## src/hdl/ptpce_pkg.sv

```systemverilog
/*
 Shared constants and types for the precision time clock with target events.
 Assumes a 32-bit classic Wishbone slave on one 100 MHz clock.
*/
package ptpce_pkg;
	// Register byte addresses
	localparam logic [7:0] A_TIME_VALUE_HIGH = 8'h00;
	localparam logic [7:0] A_TIME_VALUE_LOW = 8'h04;
	localparam logic [7:0] A_RATE_INCREMENT = 8'h08;
	localparam logic [7:0] A_TARGET_VALUE_HIGH = 8'h0c;
	localparam logic [7:0] A_TARGET_VALUE_LOW = 8'h10;
	localparam logic [7:0] A_NEXT_TARGET_HIGH = 8'h14;
	localparam logic [7:0] A_NEXT_TARGET_LOW_OR_PERIOD = 8'h18;
	localparam logic [7:0] A_COMMAND = 8'h1c;
	localparam logic [7:0] A_CONFIG = 8'h20;
	localparam logic [7:0] A_EVENT_STATUS_ENABLE = 8'h24;
	localparam logic [7:0] A_PIN_CONFIG = 8'h28;
	localparam logic [7:0] A_CAPTURE8_HIGH = 8'h2c;
	localparam logic [7:0] A_CAPTURE8_LOW = 8'h30;
	localparam logic [7:0] A_CAPTURE9_HIGH = 8'h34;
	localparam logic [7:0] A_CAPTURE9_LOW = 8'h38;
	localparam logic [7:0] A_SYSTEM_EVENT_STATUS = 8'h3c;
	// Command and flag bit positions
	localparam int CMD_SNAPSHOT = 0;
	localparam int NUM_TS = 6;
	localparam int F_PIN8 = 6;
	localparam int F_TIMER = 8;
	localparam int NUM_FLAGS = 9;
	localparam int EN_LSB = 16;
	// Two-half write groups
	localparam int G_TIME = 0;
	localparam int G_TARGET = 1;
	localparam int G_NEXT = 2;
	localparam int NUM_GROUPS = 3;
	// Reset values
	localparam logic [31:0] RATE_RST = 32'h0000_0000;
	localparam logic [63:0] TIME_RST = 64'h0;
	// Timing
	localparam int CLK_NS = 10;
	localparam int FILTER_NS = 40;
	localparam int PULSE_NS = 100;
	// Strictly longer than the filter time: one extra sample
	localparam int FILTER_CYC = FILTER_NS / CLK_NS + 1;
	localparam int PULSE_CYC = PULSE_NS / CLK_NS;
	// Compare output behaviour per pin
	typedef enum logic [1:0] {OM_PULSE, OM_TOGGLE, OM_FOLLOW, OM_OFF} ptpce_omode_e;
	// Clock configuration word, bit 0 is the reload-or-add select
	typedef struct packed {
		ptpce_omode_e mode9;
		ptpce_omode_e mode8;
		logic [1:0] evt_en;
		logic [1:0] lock;
		logic reload_add;
	} ptpce_cfg_s;
	// Pin configuration word
	typedef struct packed {
		logic [1:0] clr_en;
		logic [1:0] pol;
		logic [1:0] oe;
	} ptpce_gcfg_s;
	localparam ptpce_cfg_s CFG_RST = '{OM_PULSE, OM_PULSE, 2'b00, 2'b00, 1'b0};
	localparam ptpce_gcfg_s GCFG_RST = '{2'b00, 2'b11, 2'b00};
endpackage : ptpce_pkg

```

## src/hdl/ptpce_top.sv

```systemverilog
/*
 Precision time clock, target comparator, pin 8/9 capture and compare outputs,
 event flags and summary bit behind a classic Wishbone slave.
 Assumes pin inputs are asynchronous and time stamp events are one-cycle pulses.
*/
// Design decisions made here: the Wishbone register port and the register offsets.
module ptpce_top import ptpce_pkg::*; #(
	parameter logic [31:0] RATE_INIT = RATE_RST
) (
	input wire logic CLOCK,
	input wire logic RESET,
	input wire logic WB_CYC_I,
	input wire logic WB_STB_I,
	input wire logic WB_WE_I,
	input wire logic [7:0] WB_ADR_I,
	input wire logic [3:0] WB_SEL_I,
	input wire logic [31:0] WB_DAT_I,
	output logic [31:0] WB_DAT_O,
	output logic WB_ACK_O,
	input wire logic [NUM_TS-1:0] TS_EVENT_I,
	input wire logic [1:0] GPIO_I,
	output logic [1:0] GPIO_O,
	output logic [1:0] GPIO_OE,
	output logic SUMMARY_O
);

	// Byte-lane merge of a write into an old word
	function automatic logic [31:0] merge(input logic [31:0] o, input logic [31:0] n,
		input logic [3:0] s);
		logic [31:0] r;
		r = o;
		for (int b = 0; b < 4; b++) begin
			if (s[b]) begin
				r[8*b +: 8] = n[8*b +: 8];
			end
		end
		return r;
	endfunction : merge

	logic ack_q; // Registered acknowledge
	logic [31:0] dat_q; // Registered read data
	logic [31:0] rdata; // Read mux
	logic wr; // Write commits this edge
	logic [7:0] adr; // Word-aligned address
	logic [31:0] rate_q; // Rate increment
	logic [31:0] acc_q; // Fractional accumulator
	logic [32:0] acc_sum; // Sum with carry
	logic [63:0] time_q; // Time value
	logic [63:0] snap_q; // Snapshot of time
	logic [63:0] tgt_q; // Target value
	logic [63:0] nxt_q; // Next target or period
	logic match_q; // Previous compare result
	logic tgt_evt; // Target compare event
	ptpce_cfg_s cfg_q; // Clock configuration
	ptpce_gcfg_s gcfg_q; // Pin configuration
	logic [NUM_FLAGS-1:0] flag_q; // Sticky event flags
	logic [NUM_FLAGS-1:0] en_q; // Flag enables
	logic [NUM_FLAGS-1:0] flag_set; // Hardware sets
	logic [NUM_FLAGS-1:0] flag_clr; // Clears
	logic [31:0] cfg_wr; // Config word merged with a write
	logic [31:0] gcfg_wr; // Pin config word merged with a write
	logic [31:0] en_wr; // Enable field merged with a write
	logic [31:0] st_hi_q [NUM_GROUPS]; // Staged high halves
	logic [31:0] st_lo_q [NUM_GROUPS]; // Staged low halves
	logic [NUM_GROUPS-1:0] got_hi_q; // High half pending
	logic [NUM_GROUPS-1:0] got_lo_q; // Low half pending
	logic [NUM_GROUPS-1:0] wr_hi; // High half written now
	logic [NUM_GROUPS-1:0] wr_lo; // Low half written now
	logic [NUM_GROUPS-1:0] commit; // Both halves present
	logic [63:0] nval [NUM_GROUPS]; // Value being committed
	logic [1:0] in_ev; // Filtered input edges
	logic [1:0] act_s; // Synchronised active level
	logic [63:0] cap_q [2]; // Pin capture registers
	logic [1:0] out_q; // Pin output flops
	logic [1:0] tog_q; // Toggle levels
	ptpce_omode_e mode [2]; // Per-pin output mode

	assign adr = {WB_ADR_I[7:2], 2'b00};
	assign wr = WB_CYC_I & WB_STB_I & WB_WE_I & ack_q;
	assign WB_ACK_O = ack_q;
	assign WB_DAT_O = dat_q;
	assign mode[0] = cfg_q.mode8;
	assign mode[1] = cfg_q.mode9;

	// One wait state; ack drops the cycle after it is given
	always_ff @(posedge CLOCK) begin
		if (RESET) begin
			ack_q <= 1'b0;
		end else begin
			ack_q <= WB_CYC_I & WB_STB_I & ~ack_q;
		end
	end

	// Read data sampled in the cycle ack is raised
	always_ff @(posedge CLOCK) begin
		if (RESET) begin
			dat_q <= 32'h0;
		end else if (WB_CYC_I & WB_STB_I & ~ack_q & ~WB_WE_I) begin
			dat_q <= rdata;
		end
	end

	// Read mux; unmapped addresses read zero
	always_comb begin
		rdata = 32'h0;
		unique case (adr)
			A_TIME_VALUE_HIGH: rdata = snap_q[63:32];
			A_TIME_VALUE_LOW: rdata = snap_q[31:0];
			A_RATE_INCREMENT: rdata = rate_q;
			A_TARGET_VALUE_HIGH: rdata = tgt_q[63:32];
			A_TARGET_VALUE_LOW: rdata = tgt_q[31:0];
			A_NEXT_TARGET_HIGH: rdata = nxt_q[63:32];
			A_NEXT_TARGET_LOW_OR_PERIOD: rdata = nxt_q[31:0];
			A_CONFIG: rdata[$bits(cfg_q)-1:0] = cfg_q;
			A_EVENT_STATUS_ENABLE: begin
				rdata[NUM_FLAGS-1:0] = flag_q;
				rdata[EN_LSB +: NUM_FLAGS] = en_q;
			end
			A_PIN_CONFIG: rdata[$bits(gcfg_q)-1:0] = gcfg_q;
			A_CAPTURE8_HIGH: rdata = cap_q[0][63:32];
			A_CAPTURE8_LOW: rdata = cap_q[0][31:0];
			A_CAPTURE9_HIGH: rdata = cap_q[1][63:32];
			A_CAPTURE9_LOW: rdata = cap_q[1][31:0];
			A_SYSTEM_EVENT_STATUS: rdata[0] = SUMMARY_O;
			default: rdata = 32'h0; // Command and holes read zero
		endcase
	end

	// Half-write decode per 64-bit group
	always_comb begin
		wr_hi = '0;
		wr_lo = '0;
		wr_hi[G_TIME] = wr & (adr == A_TIME_VALUE_HIGH);
		wr_lo[G_TIME] = wr & (adr == A_TIME_VALUE_LOW);
		wr_hi[G_TARGET] = wr & (adr == A_TARGET_VALUE_HIGH);
		wr_lo[G_TARGET] = wr & (adr == A_TARGET_VALUE_LOW);
		wr_hi[G_NEXT] = wr & (adr == A_NEXT_TARGET_HIGH);
		wr_lo[G_NEXT] = wr & (adr == A_NEXT_TARGET_LOW_OR_PERIOD);
	end

	// Staging: a group changes only when both halves are in, either order
	for (genvar k = 0; k < NUM_GROUPS; k++) begin : g_stage
		assign commit[k] = (wr_hi[k] | got_hi_q[k]) & (wr_lo[k] | got_lo_q[k]);
		assign nval[k][63:32] = wr_hi[k] ? merge(st_hi_q[k], WB_DAT_I, WB_SEL_I) : st_hi_q[k];
		assign nval[k][31:0] = wr_lo[k] ? merge(st_lo_q[k], WB_DAT_I, WB_SEL_I) : st_lo_q[k];
		always_ff @(posedge CLOCK) begin
			if (RESET) begin
				got_hi_q[k] <= 1'b0;
				got_lo_q[k] <= 1'b0;
				st_hi_q[k] <= 32'h0;
				st_lo_q[k] <= 32'h0;
			end else begin
				st_hi_q[k] <= nval[k][63:32];
				st_lo_q[k] <= nval[k][31:0];
				// Pending marks cleared once the pair is used
				got_hi_q[k] <= ~commit[k] & (got_hi_q[k] | wr_hi[k]);
				got_lo_q[k] <= ~commit[k] & (got_lo_q[k] | wr_lo[k]);
			end
		end
	end

	assign cfg_wr = merge(32'(cfg_q), WB_DAT_I, WB_SEL_I);
	assign gcfg_wr = merge(32'(gcfg_q), WB_DAT_I, WB_SEL_I);
	assign en_wr = merge(32'(en_q) << EN_LSB, WB_DAT_I, WB_SEL_I);
	// Plain control registers; unused upper bits are dropped by the slices
	always_ff @(posedge CLOCK) begin
		if (RESET) begin
			rate_q <= RATE_INIT;
			cfg_q <= CFG_RST;
			gcfg_q <= GCFG_RST;
			en_q <= '0;
		end else if (wr) begin
			unique case (adr)
				A_RATE_INCREMENT: rate_q <= merge(rate_q, WB_DAT_I, WB_SEL_I);
				A_CONFIG: cfg_q <= cfg_wr[$bits(cfg_q)-1:0];
				A_PIN_CONFIG: gcfg_q <= gcfg_wr[$bits(gcfg_q)-1:0];
				A_EVENT_STATUS_ENABLE: en_q <= en_wr[EN_LSB +: NUM_FLAGS];
				default: ;
			endcase
		end
	end

	// Accumulator overflow advances the time; time and accumulator wrap, never saturate
	assign acc_sum = {1'b0, acc_q} + {1'b0, rate_q};
	always_ff @(posedge CLOCK) begin
		if (RESET) begin
			acc_q <= 32'h0;
			time_q <= TIME_RST;
		end else begin
			acc_q <= acc_sum[31:0];
			if (commit[G_TIME]) begin
				time_q <= nval[G_TIME];
			end else if (acc_sum[32]) begin
				time_q <= time_q + 64'h1;
			end
		end
	end

	// Snapshot so the two halves read consistently
	always_ff @(posedge CLOCK) begin
		if (RESET) begin
			snap_q <= TIME_RST;
		end else if (wr & (adr == A_COMMAND) & WB_SEL_I[0] & WB_DAT_I[CMD_SNAPSHOT]) begin
			snap_q <= time_q;
		end
	end

	// Event on the first cycle of equality; equality holds many cycles
	// because the time only moves on accumulator overflow
	assign tgt_evt = (time_q == tgt_q) & ~match_q;
	always_ff @(posedge CLOCK) begin
		if (RESET) begin
			match_q <= 1'b0;
		end else begin
			match_q <= time_q == tgt_q;
		end
	end

	// Target retargeting; a host write of both halves wins
	always_ff @(posedge CLOCK) begin
		if (RESET) begin
			tgt_q <= 64'h0;
			nxt_q <= 64'h0;
		end else begin
			if (commit[G_NEXT]) begin
				nxt_q <= nval[G_NEXT];
			end
			if (commit[G_TARGET]) begin
				tgt_q <= nval[G_TARGET];
			end else if (tgt_evt & cfg_q.reload_add) begin
				tgt_q <= nxt_q;
			end else if (tgt_evt) begin
				tgt_q <= tgt_q + {32'h0, nxt_q[31:0]};
			end
		end
	end

	// Pin input path: two-flop sync then a length filter
	for (genvar p = 0; p < 2; p++) begin : g_pin_in
		logic [1:0] sync_q; // Bit 0 feeds only bit 1
		logic [3:0] cnt_q; // Consecutive active samples
		always_ff @(posedge CLOCK) begin
			if (RESET) begin
				sync_q <= 2'b00;
			end else begin
				sync_q <= {sync_q[0], GPIO_I[p]};
			end
		end
		// Polarity picks the active level, as for the outputs
		assign act_s[p] = sync_q[1] ~^ gcfg_q.pol[p];
		always_ff @(posedge CLOCK) begin
			if (RESET) begin
				cnt_q <= 4'h0;
			end else if (!act_s[p]) begin
				cnt_q <= 4'h0; // Short pulses restart the count
			end else if (cnt_q != 4'(FILTER_CYC)) begin
				cnt_q <= cnt_q + 4'h1;
			end
		end
		// One pulse per accepted edge, only while configured as input
		assign in_ev[p] = act_s[p] & (cnt_q == 4'(FILTER_CYC - 1)) & ~gcfg_q.oe[p];
		always_ff @(posedge CLOCK) begin
			if (RESET) begin
				cap_q[p] <= 64'h0;
			end else if (in_ev[p] & ~(cfg_q.lock[p] & flag_q[F_PIN8 + p])) begin
				cap_q[p] <= time_q;
			end
		end
	end

	// Flag sets and clears; a set always beats a clear
	always_comb begin
		flag_set = {tgt_evt, in_ev, TS_EVENT_I};
		flag_clr = '0;
		if (wr & (adr == A_EVENT_STATUS_ENABLE)) begin
			flag_clr = NUM_FLAGS'(merge(32'h0, WB_DAT_I, WB_SEL_I));
		end
		flag_clr[F_TIMER] = flag_clr[F_TIMER] | |(in_ev & gcfg_q.clr_en);
	end

	always_ff @(posedge CLOCK) begin
		if (RESET) begin
			flag_q <= '0;
		end else begin
			flag_q <= (flag_q & ~flag_clr) | flag_set;
		end
	end

	assign SUMMARY_O = |(flag_q & en_q);

	// Compare outputs: pulse counter, toggle level or flag follower
	for (genvar p = 0; p < 2; p++) begin : g_pin_out
		logic [3:0] pcnt_q; // Pulse cycles remaining
		logic fire; // Enabled compare event for this pin
		logic lvl; // Active-high level before polarity
		assign fire = tgt_evt & cfg_q.evt_en[p];
		always_ff @(posedge CLOCK) begin
			if (RESET) begin
				pcnt_q <= 4'h0;
			end else if (fire & (mode[p] == OM_PULSE)) begin
				pcnt_q <= 4'(PULSE_CYC);
			end else if (pcnt_q != 4'h0) begin
				pcnt_q <= pcnt_q - 4'h1;
			end
		end
		always_ff @(posedge CLOCK) begin
			if (RESET) begin
				tog_q[p] <= 1'b0;
			end else if (fire & (mode[p] == OM_TOGGLE)) begin
				tog_q[p] <= ~tog_q[p];
			end
		end
		always_comb begin
			unique case (mode[p])
				OM_PULSE: lvl = pcnt_q != 4'h0;
				OM_TOGGLE: lvl = tog_q[p];
				OM_FOLLOW: lvl = flag_q[F_TIMER];
				OM_OFF: lvl = 1'b0;
			endcase
		end
		always_ff @(posedge CLOCK) begin
			if (RESET) begin
				out_q[p] <= 1'b0;
			end else begin
				out_q[p] <= lvl ~^ gcfg_q.pol[p];
			end
		end

	end

	assign GPIO_O = out_q;
	assign GPIO_OE = gcfg_q.oe; // Drives only when set as output
endmodule : ptpce_top

```

## config.mk

```make
export PLATFORM = sky130hd
export DESIGN_NAME = ptpce_top
export DESIGN_NICKNAME = d
export VERILOG_FILES = /design/src/hdl/ptpce_pkg.sv /design/src/hdl/ptpce_top.sv
export SDC_FILE = /design/constraint.sdc
export NUM_CORES = 2
export LEC_CHECK = 0
export BUFFER_PORTS_ARGS = -buffer_cell sky130_fd_sc_hd__buf_2
export CORE_MARGIN = 10
export CORE_UTILIZATION = 29
export CTS_CLUSTER_SIZE = 8
export DETAILED_ROUTE_END_ITERATION = 16
export GPL_TIMING_DRIVEN = 0
export PLACE_DENSITY = 0.48
export SYNTH_ARGS = -nofsm -noshare
export SYNTH_HDL_FRONTEND = slang
export SYNTH_SLANG_ARGS = --single-unit
```

## constraint.sdc

```tcl
create_clock -name CLOCK -period 3.9 [get_ports CLOCK]
set_clock_uncertainty 0.2 [all_clocks]
set_input_delay 0 -clock CLOCK [delete_from_list [all_inputs] [get_ports CLOCK]]
set_output_delay 0 -clock CLOCK [all_outputs]
set_load 0.01 [all_outputs]
```

# --- Word-level counts from Yosys, hierarchy flattened ---
# Memories as Yosys holds them, arrays and structs flattened.
# Index checks and enable logic that the tools add are counted.
totals:
  elab_cells: 247
  ramBits: 320
  mem_count: 3
  ff_bits: 417
  output_inout_bits: 38
memory_table:
  columns: ["memory", "words", "width", "rd", "rd_ports_with_merged_regs", "write_ports", "line", "rtl"]
  rows:
  - ["cap_q", 2, 64, 2, 0, 2, "ptpce_top.sv:73", "logic [63:0] cap_q [2];"]
  - ["st_hi_q", 3, 32, 3, 0, 3, "ptpce_top.sv:63", "logic [31:0] st_hi_q [NUM_GROUPS];"]
  - ["st_lo_q", 3, 32, 3, 0, 3, "ptpce_top.sv:64", "logic [31:0] st_lo_q [NUM_GROUPS];"]
op_classes:
  n_reduce_logical: 24
  n_addsub: 7
  n_eq_ne: 26
  muxes: 67
  n_bitwise: 78
op_table:
  columns: ["op", "count"]
  rows:
  - ["$mux 64", 7]
  - ["$mux 32", 12]
  - ["$mux 8", 25]
  - ["$pmux 7 s11", 2]
  - ["$pmux 9 s12", 1]
  - ["$pmux 5 s14", 1]
  - ["$add 64x1->64 const B", 1]
  - ["$add 64x32->64", 1]
  - ["$eq 64x64->1", 1]
  - ["$eq 6x4->1 const B", 8]
  - ["$and 1x1->1", 40]
  - ["$pmux 3 s13", 1]
  - ["$add 32x32->33", 1]
  - ["$reduce_and 3->1", 9]
  - ["$eq 6x3->1 const B", 4]
  - ["$and 9x9->9", 2]
  - ["$mux 4", 4]
  - ["$or 1x1->1", 15]
  - ["$pmux 1 s15", 1]
  - ["$not 1->1", 14]
  - ["$eq 6x2->1 const B", 2]
  - ["$mux 1", 10]
  - ["$reduce_or 2->1", 5]
  - ["$mux 9", 1]
  - ["18 further kinds", 34]

# --- Longest topological paths before layout ---
logic_depth:
  word_depth: 9
  mapped_depth: 13

# --- Least setup slack after synthesis ---
# OpenSTA, ideal clock, no wires.
synth_timing:
  path_kind: "register -> register"
  from: "register rate_q[0]"
  to: "register time_q[54]"
  arrival_time_ns: 3.128
  path_stages_with_launch: 14
  required_ns: 3.626
  setup_slack_ns: 0.498
  setup_ns: 0.074
  synth_period_minus_slack_ns: 3.402
  cell_sequence: "dfxtp_1 ha_1 fa_1 a21oi_1 o211ai_1 a221oi_2 o31ai_4 nand3_1 a311o_1 or4_1 buf_2 buf_6 or3_1 a31oi_1"
synth_between:
  elab_chain_cells: 2
synth_lines:
  columns: ["item", "line", "rtl"]
  rows:
  - ["start: declaration", "ptpce_top.sv:45", "logic [31:0] rate_q;"]
  - ["start signal: assignment", "ptpce_top.sv:174", "A_RATE_INCREMENT: rate_q <= merge(rate_q, WB_DAT_I, WB_SEL_I);"]
  - ["$add 32x32->33", "ptpce_top.sv:184", "assign acc_sum = {1'b0, acc_q} + {1'b0, rate_q};"]
  - ["$reduce_bool 2->1 (no line)", null, null]
  - ["end signal: assignment", "ptpce_top.sv:192", "time_q <= nval[G_TIME];"]
  - ["end signal: assignment", "ptpce_top.sv:194", "time_q <= time_q + 64'h1;"]
  - ["end: declaration", "ptpce_top.sv:48", "logic [63:0] time_q;"]
# No other way between the ends.
# A chain may end at the register's enable or synchronous reset.

# --- Final worst setup path ---
layout_timing:
  from: "input port WB_ADR_I[2]"
  to: "register dat_q[11] (netlist: WB_DAT_O[11])"
layout_between:
  elab_chain_cells: 2
layout_lines:
  columns: ["item", "line", "rtl"]
  rows:
  - ["start: declaration", "ptpce_top.sv:15", "input wire logic [7:0] WB_ADR_I,"]
  - ["$eq 6x4->1, or another cell as far along", "ptpce_top.sv:106", "unique case (adr)"]
  - ["$pmux 7 s11 *", "ptpce_top.sv:106", null]
  - ["end signal: assignment", "ptpce_top.sv:99", "dat_q <= rdata;"]
  - ["end: declaration", "ptpce_top.sv:41", "logic [31:0] dat_q;"]
# Mark *: on every way between the ends. The rest lies on a longest branch, timed or not.

==> flow_summary.json <==
{
  "synthesis.nets": 4223,
  "worst_slack_ps": -145.3,
  "top_usage_layer": "met2",
  "drt-initial-drc-count": 5428,
  "syn_area_um2": 35420,
  "clock_latency_ps": 720,
  "vdd_ir_drop_max_uv": 356.7,
  "p_per_area_nw_per_um2": 473.0,
  "ys_seq_area_share_pct": 45.28,
  "routabilityCongestion": 1.022,
  "antenna_found_initial": 22,
  "setup_viol": 25,
  "drtAntennaViolNets": 0,
  "crit_slowest_cell": "a222oi_1",
  "grt_pass1_wl_mm": 278.8,
  "arrival_ps": 4430,
  "ys_top_cells_by_area": "dfxtp_1, edfxtp_1, nand2_1",
  "critPathCaptureType": "flop",
  "syn_inst": 4093,
  "dominantRegCellSynth": "dfxtp_1",
  "syn_to_final_growth_pct": 19.08,
  "clockBufferDepth": 3,
  "critPathBufInv": 4,
  "relSlewSlack_pct": 3.439,
  "violations": "setup timing",
  "crit_family": "buffers and inverters",
  "avgSynthCellArea_um2": 8.653,
  "grt_use_met1_pct": 37.21,
  "synth_edf_count": 128,
  "clkSinkCount": 737,
  "finalCritPeriodShare_pct": 103.7,
  "start_util_pct": 29.14,
  "htree_levels": 3,
  "ys_types": 75,
  "synth_seq_cells": 737,
  "met3_usage_pct": 7.289,
  "nFillCells": 12770,
  "die_w_um": 369.5,
  "vias_per_cell": 5.868,
  "die_h_um": 369.5,
  "clk_pin_slew_ps": 50,
  "grt_overflow_total": 0,
  "dp_slack_ps": -1649,
  "final_util_pct": 34.70,
  "period_needed_ps": 4045,
  "min_path_type": "in -> reg",
  "vias": 35270,
  "cpPeakStageDelay_ps": 1040,
  "grt_use_total_pct": 29.34,
  "fp.coreArea_um2": 121600,
  "layout-drive-gt1-share_pct": 9.708,
  "fin_nets": 4458,
  "cts-root-buf": "clkbuf_16",
  "crit_chain": "buf_2 > clkbuf_1 > nor3_1 > nand2_2 > nor2_2 > clkbuf_2 > clkdlybuf4s15_2 > a222oi_1 > nand2_1 > a22oi_1 > nor2_1",
  "ys.warnings.count": 0,
  "max_freq_mhz": 247.2,
  "drc_errors": 0,
  "grt_max_degree": 52,
  "tightestPinTransition_ps": 1448,
  "maxSlewViolCount": 0,
  "drtPass1Iterations": 9,
  "maxCapViolations": 0,
  "drt-total-wl_mm": 208.3,
  "dp_hpwl_mm": 154.1,
  "fp.dieArea_um2": 136500,
  "critPathKind": "in -> reg",
  "outcome": "complete, but fails checks",
  "synth_top_area_cell": "dfxtp_1",
  "finalHoldViolCount": 0,
  "p_leak_nw": 16.42,
  "synth_top_area_share_pct": 34.42,
  "routedWlPerCell_um": 34.66,
  "num_rows": 128,
  "portBuffers": 74,
  "worstPathMaxFanout": 10,
  "numCtsBuffers": 103,
  "grt_use_met2_pct": 43.47,
  "io_pins": 95,
  "grt_pass1_vias": 32410,
  "cts_tree": "built",
  "synth-async-reset-ratio_pct": 0,
  "critPathLaunchType": "input port",
  "critical_path_required_ps": 4280
}
==> cells in the mapped netlist (42+ instances only) <==
| master | number |
|---|---|
| a21o_1 | 50 |
| nor2_1 | 435 |
| a211oi_1 | 95 |
| edfxtp_1 | 128 |
| xnor2_1 | 101 |
| mux2i_1 | 167 |
| a31oi_1 | 44 |
| nand4_1 | 52 |
| ha_1 | 71 |
| o21ai_0 | 108 |
| dfxtp_1 | 609 |
| and3_1 | 162 |
| xor2_1 | 80 |
| inv_1 | 42 |
| a222oi_1 | 55 |
| nand2_1 | 592 |
| nor3_1 | 67 |
| nand3_1 | 125 |
| clkbuf_1 | 301 |
| a21oi_1 | 328 |
| a22oi_1 | 78 |
==> registers in the layout, indices dropped and copies added (netlist names), 32 cells and up <==
register,flops
WB_DAT_O,32
time_q,64
nxt_q,64
acc_q,32
tgt_q,64
st_hi_q,96
snap_q,64
rate_q,32
cap_q,128
st_lo_q,96
==> worst reg2reg max path, cell delays in order (launching register included) <==
cell and delay, ps:
dfxtp_2 560, xor2_1 220, nor4_1 640, nand4_1 370, nor4_4 400, clkbuf_2 450, clkbuf_2 430, o21ai_0 130
a21oi_1 290, o22ai_1 130
==> power breakdown <==
part	internal (mW)	switching (mW)	leakage (nW)
Combinational	0.816	2.31	8.76
Sequential	7.88	0.273	6.25
Clock	4.98	3.69	1.41
Total	13.7	6.27	16.4
==> layer usage <==
layer / wire length, um / up-vias
met1: 82950 / 17410
met4: 17640 / 4
met3: 20540 / 577
met2: 87170 / 2079
met5: 29 / -
li1: - / 15210
==> path summary, 6_finish.rpt <==
kind	from	to	slack, ps	cells after the start
setup / recovery	WB_ADR_I[2]	WB_DAT_O[11]$_SDFFE_PP0P_	-150	11
hold / removal	WB_ADR_I[6]	st_lo_q[0][30]$_SDFF_PP0_	60	6
setup reg to reg	time_q[46]$_SDFFE_PP0P_	tgt_q[58]$_SDFFE_PP0P_	-50	9
hold reg to reg	snap_q[45]$_SDFFE_PP0P_	snap_q[45]$_SDFFE_PP0P_	260	2
==> layout make-up <==
type	instances	area, um2	share of cell area (%)
Inverter	42	157.7	0.3738
Timing Repair Buffer	174	1356	3.216
Antenna cell	8	20.02	0.04747
Clock buffer	149	2813	6.669
Sequential cell	737	16090	38.15
Tap cell	1625	2033	4.821
Buffer	301	1309	3.103
Clock inverter	6	115.1	0.2729
Multi-Input combinational cell	2969	18280	43.35
==> placed cells by master (no fill, tap or decap), drive strengths merged, types with 67 or more instances in the layout <==
master / n
dfxtp: 609
nand2: 592
nor2: 435
clkbuf: 417
a21oi: 328
mux2i: 167
and3: 162
edfxtp: 128
nand3: 125
buf: 121
o21ai: 108
xnor2: 101
a211oi: 95
xor2: 80
dlygate4sd3: 80
a22oi: 78
ha: 71
nor3: 67
==> stage by stage <==
stage          area (um2)  total power [mW]  TNS [ps]  cells  hold slack [ps]
4_1_cts             41890             19.84         0   6008            14.04
3_5_place_dp        37930             11.07   -425240   5797            21.87
6_report            42180             19.95    -794.1   6011            55.40
5_1_grt             42160             20.33    -1.459   6005            53.47
3_3_place_gp        37820             11.07   -535730   5792            15.95
2_1_floorplan       35420             9.582         0   4093           -82.57
==> logic make-up (layout without fill, tap and decap cells) <==
logic type / count (synthesis) / after routing / share of synthesized area [%]
compound gates: 955 / 955 / 17.89
xor+xnor: 181 / 181 / 4.476
fa+ha+maj: 73 / 73 / 2.621
buf+inv: 388 / 672 / 4.208
flops: 737 / 737 / 45.28
mux: 189 / 189 / 5.547
other cells: 0 / 8 / 0
simple gates: 1570 / 1571 / 19.98
==> repair_timing <==
action | 4_1_cts | 5_1_grt
hold endpoints to repair | 387 | 0
gates cloned | 0 | 2
gates resized for setup | 101 | 105
pin swaps | 7 | 18
setup endpoints to repair | 467 | 205
hold buffers | 80 | 0
buffers inserted | 5 | 9
No activity file was read; power rests on OpenSTA's default activity.
